### src/logic/apf_pkg.sv
// Shared constants for the amplifier protection and fault control block
package apf_pkg;
  // PWM carrier geometry
  localparam int          PWM_BITS      = 8;
  localparam int          PWM_PERIOD    = 256;
  localparam logic [8:0]  PWM_HALF      = 9'h080;
  localparam int          LIMIT_SCALE   = 4;
  localparam int          SAMPLE_BITS   = 16;
  // Clock rate and persistence time of a DC imbalance
  localparam int          CLK_KHZ       = 250000;
  localparam int          DC_TIME_MS    = 420;
  localparam int          DC_PERSIST_CYC = DC_TIME_MS * CLK_KHZ;
  // Differential duty imbalance that counts as DC, in percent
  localparam int          DC_PCT        = 14;
  // Die temperature trip point and recovery drop, degrees C
  localparam logic [7:0]  TEMP_TRIP_C   = 8'h96;
  localparam logic [7:0]  TEMP_HYST_C   = 8'h0f;
  // Register byte offsets
  localparam logic [7:0]  ADDR_LIMIT    = 8'h00;
  localparam logic [7:0]  ADDR_CTRL     = 8'h04;
  localparam logic [7:0]  ADDR_STATUS   = 8'h08;
  // Reset values
  localparam logic [7:0]  LIMIT_RST     = 8'hff;
  localparam logic        CTRL_RST      = 1'b0;
  // Status field positions
  localparam int          ST_DC         = 0;
  localparam int          ST_SHORT      = 1;
  localparam int          ST_THERM      = 2;
  localparam int          ST_SHDN_N     = 3;
  localparam int          ST_PAR        = 4;
  localparam int          ST_GAIN       = 5;
  localparam int          ST_RUN        = 7;
  // Pin synchroniser lanes
  localparam int          SY_SHDN       = 0;
  localparam int          SY_PAR        = 1;
  localparam int          SY_G0         = 2;
  localparam int          SY_G1         = 3;
  localparam int          SY_OC         = 4;
  localparam int          SY_W          = 8;
endpackage

### src/logic/apf_pwm_bridge.sv
// One H-bridge: compares the shared carrier against both duty values
`timescale 1ns/1ps
module apf_pwm_bridge
  import apf_pkg::*;
(
  // Clock and reset
  input  wire logic                pclk,
  input  wire logic                presetn,
  // Carrier and duties
  input  wire logic [PWM_BITS-1:0] carrier,
  input  wire logic                run,
  input  wire logic [PWM_BITS:0]   duty_p,
  input  wire logic [PWM_BITS:0]   duty_n,
  // Switching levels
  output logic                     out_p,
  output logic                     out_n
);
  logic p_q, p_d, n_q, n_d;

  // Level is high while the carrier is below the duty; muted low when idle
  always_comb begin
    p_d = run && ({1'b0, carrier} < duty_p);
    n_d = run && ({1'b0, carrier} < duty_n);
  end

  always_ff @(posedge pclk or negedge presetn) begin
    if (!presetn) begin
      p_q <= 1'b0;
      n_q <= 1'b0;
    end else begin
      p_q <= p_d;
      n_q <= n_d;
    end
  end

  assign out_p = p_q;
  assign out_n = n_q;
endmodule

### src/logic/apf_dc_timer.sv
// Persistence timer for one channel's DC imbalance
`timescale 1ns/1ps
module apf_dc_timer
  import apf_pkg::*;
#(
  parameter int PERSIST_CYC = DC_PERSIST_CYC
) (
  // Clock and reset
  input  wire logic                  pclk,
  input  wire logic                  presetn,
  // Observed imbalance
  input  wire logic                  active,
  input  wire logic signed [PWM_BITS:0] dev,
  // Persistence reached
  output logic                       trip
);
  logic [31:0] cnt_q, cnt_d;
  logic        pol_q, pol_d;
  logic        trip_q, trip_d;
  logic        over;
  logic        pol_now;
  logic [PWM_BITS:0] mag;

  // Differential duty is twice the deviation; compare it in percent
  always_comb begin
    mag     = dev[PWM_BITS] ? (~dev + 1'b1) : dev;
    pol_now = ~dev[PWM_BITS];
    over    = (32'(mag) * 32'd200) > (32'(DC_PCT) * 32'(PWM_PERIOD));
    cnt_d   = cnt_q;
    pol_d   = pol_q;
    trip_d  = 1'b0;
    if (!active || !over || (pol_now != pol_q)) begin
      cnt_d = 32'h0;
      pol_d = pol_now;
    end else if (cnt_q >= 32'(PERSIST_CYC)) begin
      trip_d = 1'b1;
    end else begin
      cnt_d = cnt_q + 32'h1;
    end
  end

  always_ff @(posedge pclk or negedge presetn) begin
    if (!presetn) begin
      cnt_q  <= 32'h0;
      pol_q  <= 1'b0;
      trip_q <= 1'b0;
    end else begin
      cnt_q  <= cnt_d;
      pol_q  <= pol_d;
      trip_q <= trip_d;
    end
  end

  assign trip = trip_q;
endmodule

### src/logic/apf_top.sv
// Protection, power limit, bridge mode and fault control of a stereo class-D stage
//
// Behaviour
// - Shutdown pin low mutes both bridges and stops the carrier.
// - Duty deviation is capped at four times the power limit level.
// - Same-polarity imbalance over 14 percent for 420 ms raises DC fault.
// - Gain scaling makes the DC input threshold fall as gain rises.
// - DC fault pulls fault pin low and releases all bridge outputs.
// - DC fault stays latched until reset; shutdown pin does not clear it.
// - Parallel bridge mode drives both sides of each bridge in phase from right input.
// - Parallel bridge select low gives two independent stereo bridges.
// - Overcurrent sets short latch, pulls fault low, releases all outputs.
// - Shutdown pin passing through low clears the short latch.
// - Die above 150 C stops outputs, resumes once 15 C cooler, no latch.
// - Thermal shutdown never shows on the fault pin.
// - Two gain select pins pick 20, 26, 32 or 36 dB.
// - Zero input switches both sides in phase; signal splits duties around half.
//
// The implementer's own choices: the APB register port and the placing of the registers.
`timescale 1ns/1ps
module apf_top
  import apf_pkg::*;
#(
  parameter int DC_PERSIST = apf_pkg::DC_PERSIST_CYC
) (
  // Clock and reset
  input  wire logic                          pclk,
  input  wire logic                          presetn,
  // APB slave
  input  wire logic                          psel,
  input  wire logic                          penable,
  input  wire logic                          pwrite,
  input  wire logic [7:0]                    paddr,
  input  wire logic [31:0]                   pwdata,
  output logic                               pready,
  output logic [31:0]                        prdata,
  output logic                               pslverr,
  // Control pins
  input  wire logic                          shutdown_n_input,
  input  wire logic                          parallel_bridge_select,
  input  wire logic                          gain_select_lsb,
  input  wire logic                          gain_select_msb,
  // Sense inputs: overcurrent per output {rn, rp, ln, lp}, die temperature
  input  wire logic [3:0]                    overcurrent,
  input  wire logic [7:0]                    die_temp_c,
  // Audio samples, same clock
  input  wire logic signed [SAMPLE_BITS-1:0] sample_left,
  input  wire logic signed [SAMPLE_BITS-1:0] sample_right,
  // Bridge outputs, index 0 left, 1 right
  output logic [1:0]                         bridge_out_positive,
  output logic [1:0]                         bridge_out_positive_oe,
  output logic [1:0]                         bridge_out_negative,
  output logic [1:0]                         bridge_out_negative_oe,
  // Open-drain fault pin
  output logic                               fault_n_o,
  output logic                               fault_n_oe
);
  typedef logic signed [PWM_BITS:0] apf_dev_t;

  // Gain multiplier, then cap at the virtual rail
  function automatic apf_dev_t apf_scale(input logic signed [SAMPLE_BITS-1:0] s,
                                         input logic [1:0] g,
                                         input logic [7:0] lim);
    logic signed [SAMPLE_BITS+3:0] prod;
    logic signed [SAMPLE_BITS+3:0] sh;
    logic signed [SAMPLE_BITS+3:0] cap;
    logic [9:0]                    rail;
    prod = '0;
    case (g)
      2'b00:   prod = 20'(s);
      2'b01:   prod = 20'(s) <<< 1;
      2'b10:   prod = 20'(s) <<< 2;
      default: prod = (20'(s) <<< 2) + (20'(s) <<< 1);
    endcase
    sh   = prod >>> (SAMPLE_BITS - PWM_BITS);
    rail = 10'(LIMIT_SCALE) * {2'b00, lim};
    cap  = (rail > 10'(PWM_HALF)) ? 20'(PWM_HALF) : 20'(rail);
    if (sh > cap) begin
      sh = cap;
    end else if (sh < -cap) begin
      sh = -cap;
    end
    return apf_dev_t'(sh[PWM_BITS:0]);
  endfunction

  // Three-stage pin synchroniser with agreement filter
  logic [SY_W-1:0] sy1_q, sy2_q, sy3_q, syf_q, syf_d;
  logic [SY_W-1:0] pins;

  assign pins = {overcurrent, gain_select_msb, gain_select_lsb,
                 parallel_bridge_select, shutdown_n_input};

  always_comb begin
    syf_d = syf_q;
    for (int i = 0; i < SY_W; i++) begin
      if (sy2_q[i] == sy3_q[i]) begin
        syf_d[i] = sy3_q[i];
      end
    end
  end

  always_ff @(posedge pclk or negedge presetn) begin
    if (!presetn) begin
      sy1_q <= '0;
      sy2_q <= '0;
      sy3_q <= '0;
      syf_q <= '0;
    end else begin
      sy1_q <= pins;
      sy2_q <= sy1_q;
      sy3_q <= sy2_q;
      syf_q <= syf_d;
    end
  end

  logic       shdn_n;
  logic       par_mode;
  logic [1:0] gain;
  logic       oc_any;

  assign shdn_n = syf_q[SY_SHDN];
  assign par_mode = syf_q[SY_PAR];
  assign gain   = {syf_q[SY_G1], syf_q[SY_G0]};
  assign oc_any = |syf_q[SY_OC +: 4];

  // Software registers
  logic [7:0] limit_q, limit_d;
  logic       auto_q, auto_d;

  // Protection latches and run state
  logic dc_q, dc_d;
  logic short_q, short_d;
  logic therm_q, therm_d;
  logic run_q, run_d;
  logic [1:0] dc_trip;

  // Latches: set wins over clear
  always_comb begin
    dc_d    = dc_q | (|dc_trip);
    short_d = short_q;
    if (oc_any) begin
      short_d = 1'b1;
    end else if (!shdn_n || (auto_q && short_q)) begin
      short_d = 1'b0;
    end
    if (therm_q) begin
      therm_d = die_temp_c > (TEMP_TRIP_C - TEMP_HYST_C);
    end else begin
      therm_d = die_temp_c > TEMP_TRIP_C;
    end
    run_d = shdn_n && !dc_d && !short_d && !therm_d;
  end

  always_ff @(posedge pclk or negedge presetn) begin
    if (!presetn) begin
      dc_q    <= 1'b0;
      short_q <= 1'b0;
      therm_q <= 1'b0;
      run_q   <= 1'b0;
    end else begin
      dc_q    <= dc_d;
      short_q <= short_d;
      therm_q <= therm_d;
      run_q   <= run_d;
    end
  end

  // Carrier counter, held at zero while idle
  logic [PWM_BITS-1:0] carrier_q, carrier_d;

  always_comb begin
    carrier_d = run_q ? carrier_q + 1'b1 : '0;
  end

  always_ff @(posedge pclk or negedge presetn) begin
    if (!presetn) begin
      carrier_q <= '0;
    end else begin
      carrier_q <= carrier_d;
    end
  end

  // Deviations and duties for both bridges
  apf_dev_t            dev_l, dev_r;
  logic [PWM_BITS:0]   dp_l, dn_l, dp_r, dn_r;

  always_comb begin
    dev_r = apf_scale(sample_right, gain, limit_q);
    if (par_mode) begin
      dev_l = -dev_r;
      dp_l  = PWM_HALF + 9'(dev_l);
      dn_l  = dp_l;
      dp_r  = PWM_HALF + 9'(dev_r);
      dn_r  = dp_r;
    end else begin
      dev_l = apf_scale(sample_left, gain, limit_q);
      dp_l  = PWM_HALF + 9'(dev_l);
      dn_l  = PWM_HALF - 9'(dev_l);
      dp_r  = PWM_HALF + 9'(dev_r);
      dn_r  = PWM_HALF - 9'(dev_r);
    end
  end

  logic [1:0] lvl_p, lvl_n;

  apf_pwm_bridge u_bridge_l (
    .pclk    (pclk),
    .presetn (presetn),
    .carrier (carrier_q),
    .run     (run_q),
    .duty_p  (dp_l),
    .duty_n  (dn_l),
    .out_p   (lvl_p[0]),
    .out_n   (lvl_n[0])
  );

  apf_pwm_bridge u_bridge_r (
    .pclk    (pclk),
    .presetn (presetn),
    .carrier (carrier_q),
    .run     (run_q),
    .duty_p  (dp_r),
    .duty_n  (dn_r),
    .out_p   (lvl_p[1]),
    .out_n   (lvl_n[1])
  );

  // DC watch only while running; in parallel mode the bridge sides agree and only the right watch stays on
  logic dc_active;
  assign dc_active = run_q && !par_mode;

  apf_dc_timer #(.PERSIST_CYC(DC_PERSIST)) u_dc_l (
    .pclk    (pclk),
    .presetn (presetn),
    .active  (dc_active),
    .dev     (dev_l),
    .trip    (dc_trip[0])
  );

  apf_dc_timer #(.PERSIST_CYC(DC_PERSIST)) u_dc_r (
    .pclk    (pclk),
    .presetn (presetn),
    .active  (run_q),
    .dev     (dev_r),
    .trip    (dc_trip[1])
  );

  // Output enables and fault pin
  logic [1:0] oe_q, oe_d;
  logic       fault_q, fault_d;

  always_comb begin
    oe_d    = {2{run_q}};
    fault_d = dc_q | short_q;
  end

  always_ff @(posedge pclk or negedge presetn) begin
    if (!presetn) begin
      oe_q    <= 2'b00;
      fault_q <= 1'b0;
    end else begin
      oe_q    <= oe_d;
      fault_q <= fault_d;
    end
  end

  // APB slave, answer in the first access cycle
  logic        rdy_q, rdy_d;
  logic [31:0] rd_q, rd_d;
  logic        err_q, err_d;
  logic        fault_lo_q;
  logic        wr_go;
  logic [31:0] status;

  assign wr_go = psel && penable && rdy_q && pwrite;

  always_comb begin
    status              = 32'h0;
    status[ST_DC]       = dc_q;
    status[ST_SHORT]    = short_q;
    status[ST_THERM]    = therm_q;
    status[ST_SHDN_N]   = shdn_n;
    status[ST_PAR]      = par_mode;
    status[ST_GAIN +: 2] = gain;
    status[ST_RUN]      = run_q;
  end

  always_comb begin
    rdy_d   = psel && !penable;
    rd_d    = rd_q;
    err_d   = 1'b0;
    limit_d = limit_q;
    auto_d  = auto_q;
    if (psel && !penable) begin
      rd_d = 32'h0;
      if (paddr == ADDR_LIMIT) begin
        rd_d = {24'h0, limit_q};
      end else if (paddr == ADDR_CTRL) begin
        rd_d = {31'h0, auto_q};
      end else if (paddr == ADDR_STATUS) begin
        rd_d = status;
      end else begin
        err_d = 1'b1;
      end
      if (pwrite) begin
        rd_d = 32'h0;
      end
    end else if (penable) begin
      err_d = err_q;
    end
    if (wr_go) begin
      if (paddr == ADDR_LIMIT) begin
        limit_d = pwdata[7:0];
      end else if (paddr == ADDR_CTRL) begin
        auto_d = pwdata[0];
      end
    end
  end

  always_ff @(posedge pclk or negedge presetn) begin
    if (!presetn) begin
      rdy_q      <= 1'b0;
      rd_q       <= 32'h0;
      err_q      <= 1'b0;
      limit_q    <= LIMIT_RST;
      auto_q     <= CTRL_RST;
      fault_lo_q <= 1'b0;
    end else begin
      rdy_q      <= rdy_d;
      rd_q       <= rd_d;
      err_q      <= err_d;
      limit_q    <= limit_d;
      auto_q     <= auto_d;
      fault_lo_q <= 1'b0;
    end
  end

  assign pready                 = rdy_q;
  assign prdata                 = rd_q;
  assign pslverr                = err_q;
  assign bridge_out_positive    = lvl_p;
  assign bridge_out_negative    = lvl_n;
  assign bridge_out_positive_oe = oe_q;
  assign bridge_out_negative_oe = oe_q;
  assign fault_n_o              = fault_lo_q;
  assign fault_n_oe             = fault_q;
endmodule

### config.mk
export PLATFORM = sky130hd
export DESIGN_NAME = apf_top
export DESIGN_NICKNAME = d
export VERILOG_FILES = /design/src/logic/apf_pkg.sv /design/src/logic/apf_pwm_bridge.sv /design/src/logic/apf_dc_timer.sv /design/src/logic/apf_top.sv
export SDC_FILE = /design/constraint.sdc
export NUM_CORES = 1
export LEC_CHECK = 0
export BUFFER_PORTS_ARGS = -buffer_cell sky130_fd_sc_hd__buf_2
export CORE_MARGIN = 1
export CORE_UTILIZATION = 50
export CTS_CLUSTER_DIAMETER = 30
export DETAILED_ROUTE_END_ITERATION = 10
export HOLD_SLACK_MARGIN = 0.02
export PLACE_DENSITY = 0.69
export SLEW_MARGIN = 40
export SYNTH_ARGS = -nofsm -noshare
export SYNTH_HDL_FRONTEND = slang
export SYNTH_SLANG_ARGS = --single-unit
### constraint.sdc
create_clock -name pclk -period 16.2 [get_ports pclk]
set_clock_uncertainty 0.2 [all_clocks]
set_input_delay 0.81 -clock pclk [delete_from_list [all_inputs] [get_ports pclk]]
set_output_delay 0.81 -clock pclk [all_outputs]
set_load 0.1 [all_outputs]
==> run metrics <==
status finished, final reports clean; First-pass DRT Iterations 5; placed cells between 1500 and 2000; GRT Util Overall 22.3%; die height 159 um; Worst-path clk slew 0.07 ns; CTS tree yes; Post-synth ARST share 100%; Synth Area in Adders between 10% and 20%; H-tree Lvls 4; crit path max-delay cell type a211oi_4; via count 10103; latest clock arrival within the worst-skew pair ~0.43 ns; Synth Area in Compound Gates between 15 and 20%; Ys Warns 0; total negative slack 0 ns; Worst path max stage delay about 0.59 ns; setup ws final ~4.5 ns; CP bufs+invs 3; final period utilization a little over 70%; Boundary Pins around 140; Max Cap Viol 0; Final Hold Viols 0; peak supply drop ~130 uV; Worst path top cell family by delay simple AND/OR/NAND/NOR gates; Worst slew margin between 40% and 50%; total core area 24200 um^2; WP data required ~16 ns; grt ovf 0; crit path time final approximately 12 ns; PD cells 118 nW/um^2; Vias/cell ~5.6; Avg WL per Cell approximately 15 um; slew at the pin closest to its max-slew limit just over 0.8 ns; clock tree sinks ~140; WL final roughly 28 mm; Resize count post-CTS 0; most common cell after layout, fill and taps aside ha_1; initial antenna violation count 1; total CTS buffers 17; EDFF count, synth 0; synth unique cells between 90 and 100; Worst path most repeated cell ha_1; XOR/XNOR Fraction of Synth Area under 10%; cts hold-fix bufs 0; type of origin of the critical path flop; main combinational cell family by area after synthesis adder cells; Die ar. roughly 25000 um^2; PortBufs between 80 and 90; FMAX between 0.08 and 0.09 GHz; most frequently used flop master after synthesis dfrtp_1; clock buffer depth 2; pre-CTS setup slack 4.46 ns; routability cong. ~0.92; Yosys reg bits between 100 and 150; Crit. End Element flop; detailed placer's ending HPWL 21.2 mm; CP Max Fanout 33; Hold WC Path Type reg2reg; # fillers approximately 2200; Post-Synth Simple-Gate Area 17.8%; Final setup viols 0; mux contribution to synthesized area approximately 3.2%; Lkg Pwr 6.34 nW; Initial Utilization between 50% and 60%; drt initial violations approximately 540; Post CTS Setup Buffer Count 0; drc violations 0; Root Buffer clkbuf_16; CP arrival ~12 ns; first-pass GRT wire length around 46 mm; RSZ-0062 raised after global routing no; share of layout cells above drive strength 1 between 10% and 20%; post-route total power around 1.6 mW; CP Class reg2reg; non-filler instance count after layout approximately 1800; syn_area_per_cell 8.79 um^2; die width about 160 um; vias in the first global route 9642; Nets approximately 1700; Seq/Total Area, Yosys roughly 28%; row count 57; Post-DRT Antenna Nets 0; Synth-to-Final Area Change 10.4%; max-slew violations 0; Synth Instances approximately 1400; Synth Cell Area 12300 um^2; largest net degree at the start of global routing 80; commonest non-fill, non-tap cells in the layout ha_1 (176), nor2_1 (152), dfrtp_1 (129), inv_1 (98), nand2_1 (94)
==> cell usage after synthesis, drive strengths merged, types with 4 or more instances <==
cell     count  share of area [%]
dfstp        8                1.7
ha         176                 18
o2111ai      5               0.36
and3        17               0.86
clkbuf      29               0.89
nor4         8               0.41
xnor2       64                4.7
o22ai        4               0.20
a21boi       5               0.31
or3         12               0.65
nand2b       9               0.46
nor2b       21                1.1
o21a        10               0.61
a31oi       10               0.51
mux2i       18                1.5
o221ai       5               0.36
a211o        7               0.50
nor2       152                4.6
or4          6               0.40
or2          9               0.46
o21ai       57                2.4
a31o         5               0.43
nor3        35                1.5
a211oi      16                1.1
and2        13               0.66
inv        102                3.1
maj3         8               0.65
a21o        25                1.5
fa           7                1.1
nand3       42                1.7
a21oi       85                3.5
o31ai        8               0.57
buf         42                2.3
nand2       95                2.9
nor3b        5               0.31
a2111oi      4               0.28
o211ai       8               0.49
dfrtp      129                 26
o21bai      11               0.67
nand4       20                1.1
xor2        39                2.9
mux2        15                1.4
==> per-stage QoR <==
step,instance area (um^2),util [%],hold slack (ns)
after floorplan,12400,-,0.131
after global routing,13600,56.0,0.152
final,13600,56.0,0.150
after CTS,13600,55.9,0.152
after detailed placement,12900,53.3,0.140
after global placement,12900,53.3,0.133
==> final timing paths <==
kind,startpoint,to,slack [ns],cells after the start
max in group asynchronous,presetn,u_dc_l.cnt_q[23]$_DFFE_PN0P_,14.37,2
min reg2reg,sy1_q[5]$_DFF_PN0_,sy2_q[5]$_DFF_PN0_,0.15,0
min in group asynchronous,presetn,u_dc_r.cnt_q[14]$_DFFE_PN0N_,0.18,1
max reg2reg,limit_q[2]$_DFFE_PN1P_,u_dc_l.cnt_q[0]$_DFFE_PN0P_,4.46,44
min,sy1_q[5]$_DFF_PN0_,sy2_q[5]$_DFF_PN0_,0.15,0
max,limit_q[2]$_DFFE_PN1P_,u_dc_l.cnt_q[0]$_DFFE_PN0P_,4.46,44
==> area by class of cell <==
| cell class | instances | area (um^2) | share of cell area [%] |
|---|---|---|---|
| Clock buffer | 17 | 425 | 3.13 |
| Clock inverter | 15 | 201 | 1.48 |
| Inverter | 103 | 392 | 2.88 |
| Timing Repair Buffer | 95 | 502 | 3.70 |
| Tap cell | 324 | 405 | 2.99 |
| Multi-Input combinational cell | 1116 | 8210 | 60.5 |
| Antenna cell | 1 | 2.50 | 0.0184 |
| Sequential cell | 137 | 3440 | 25.3 |
==> registers in the layout, indices dropped and copies added (netlist names), 8 cells and up <==
register	flops
carrier_q	8
limit_q	8
prdata	8
sy1_q	8
sy2_q	8
sy3_q	8
syf_q	8
u_dc_l.cnt_q	32
u_dc_r.cnt_q	32
==> cells by family (layout without fill, tap and decap cells) <==
| family | Yosys count | after routing |
|---|---|---|
| AOI/OAI and AO/OA | 302 | 302 |
| xor gates and xnor gates | 104 | 104 |
| adders and majority gates | 191 | 191 |
| buffers and inverters | 174 | 230 |
| DFF | 137 | 137 |
| muxes | 35 | 35 |
| other | 2 | 31 |
| and+or+nand+nor | 454 | 454 |
==> where the power goes <==
| group | leakage (nW) | switching, mW | internal, mW | total [mW] |
|---|---|---|---|---|
| Sequential | 1.79 | 0.00371 | 0.349 | 0.353 |
| Clock | 0.300 | 0.185 | 0.211 | 0.395 |
| Combinational | 4.25 | 0.501 | 0.360 | 0.860 |
| Total | 6.34 | 0.689 | 0.920 | 1.61 |
==> layer usage <==
layer	vias to the layer above	routed length [um]	track usage [%]
met5	-	0	0
met1	4791	13400	30.4
met4	0	553	7.24
li1	5061	-	-
met2	208	12500	36.3
met3	43	1060	3.08
No activity file was read; power rests on OpenSTA's default activity.
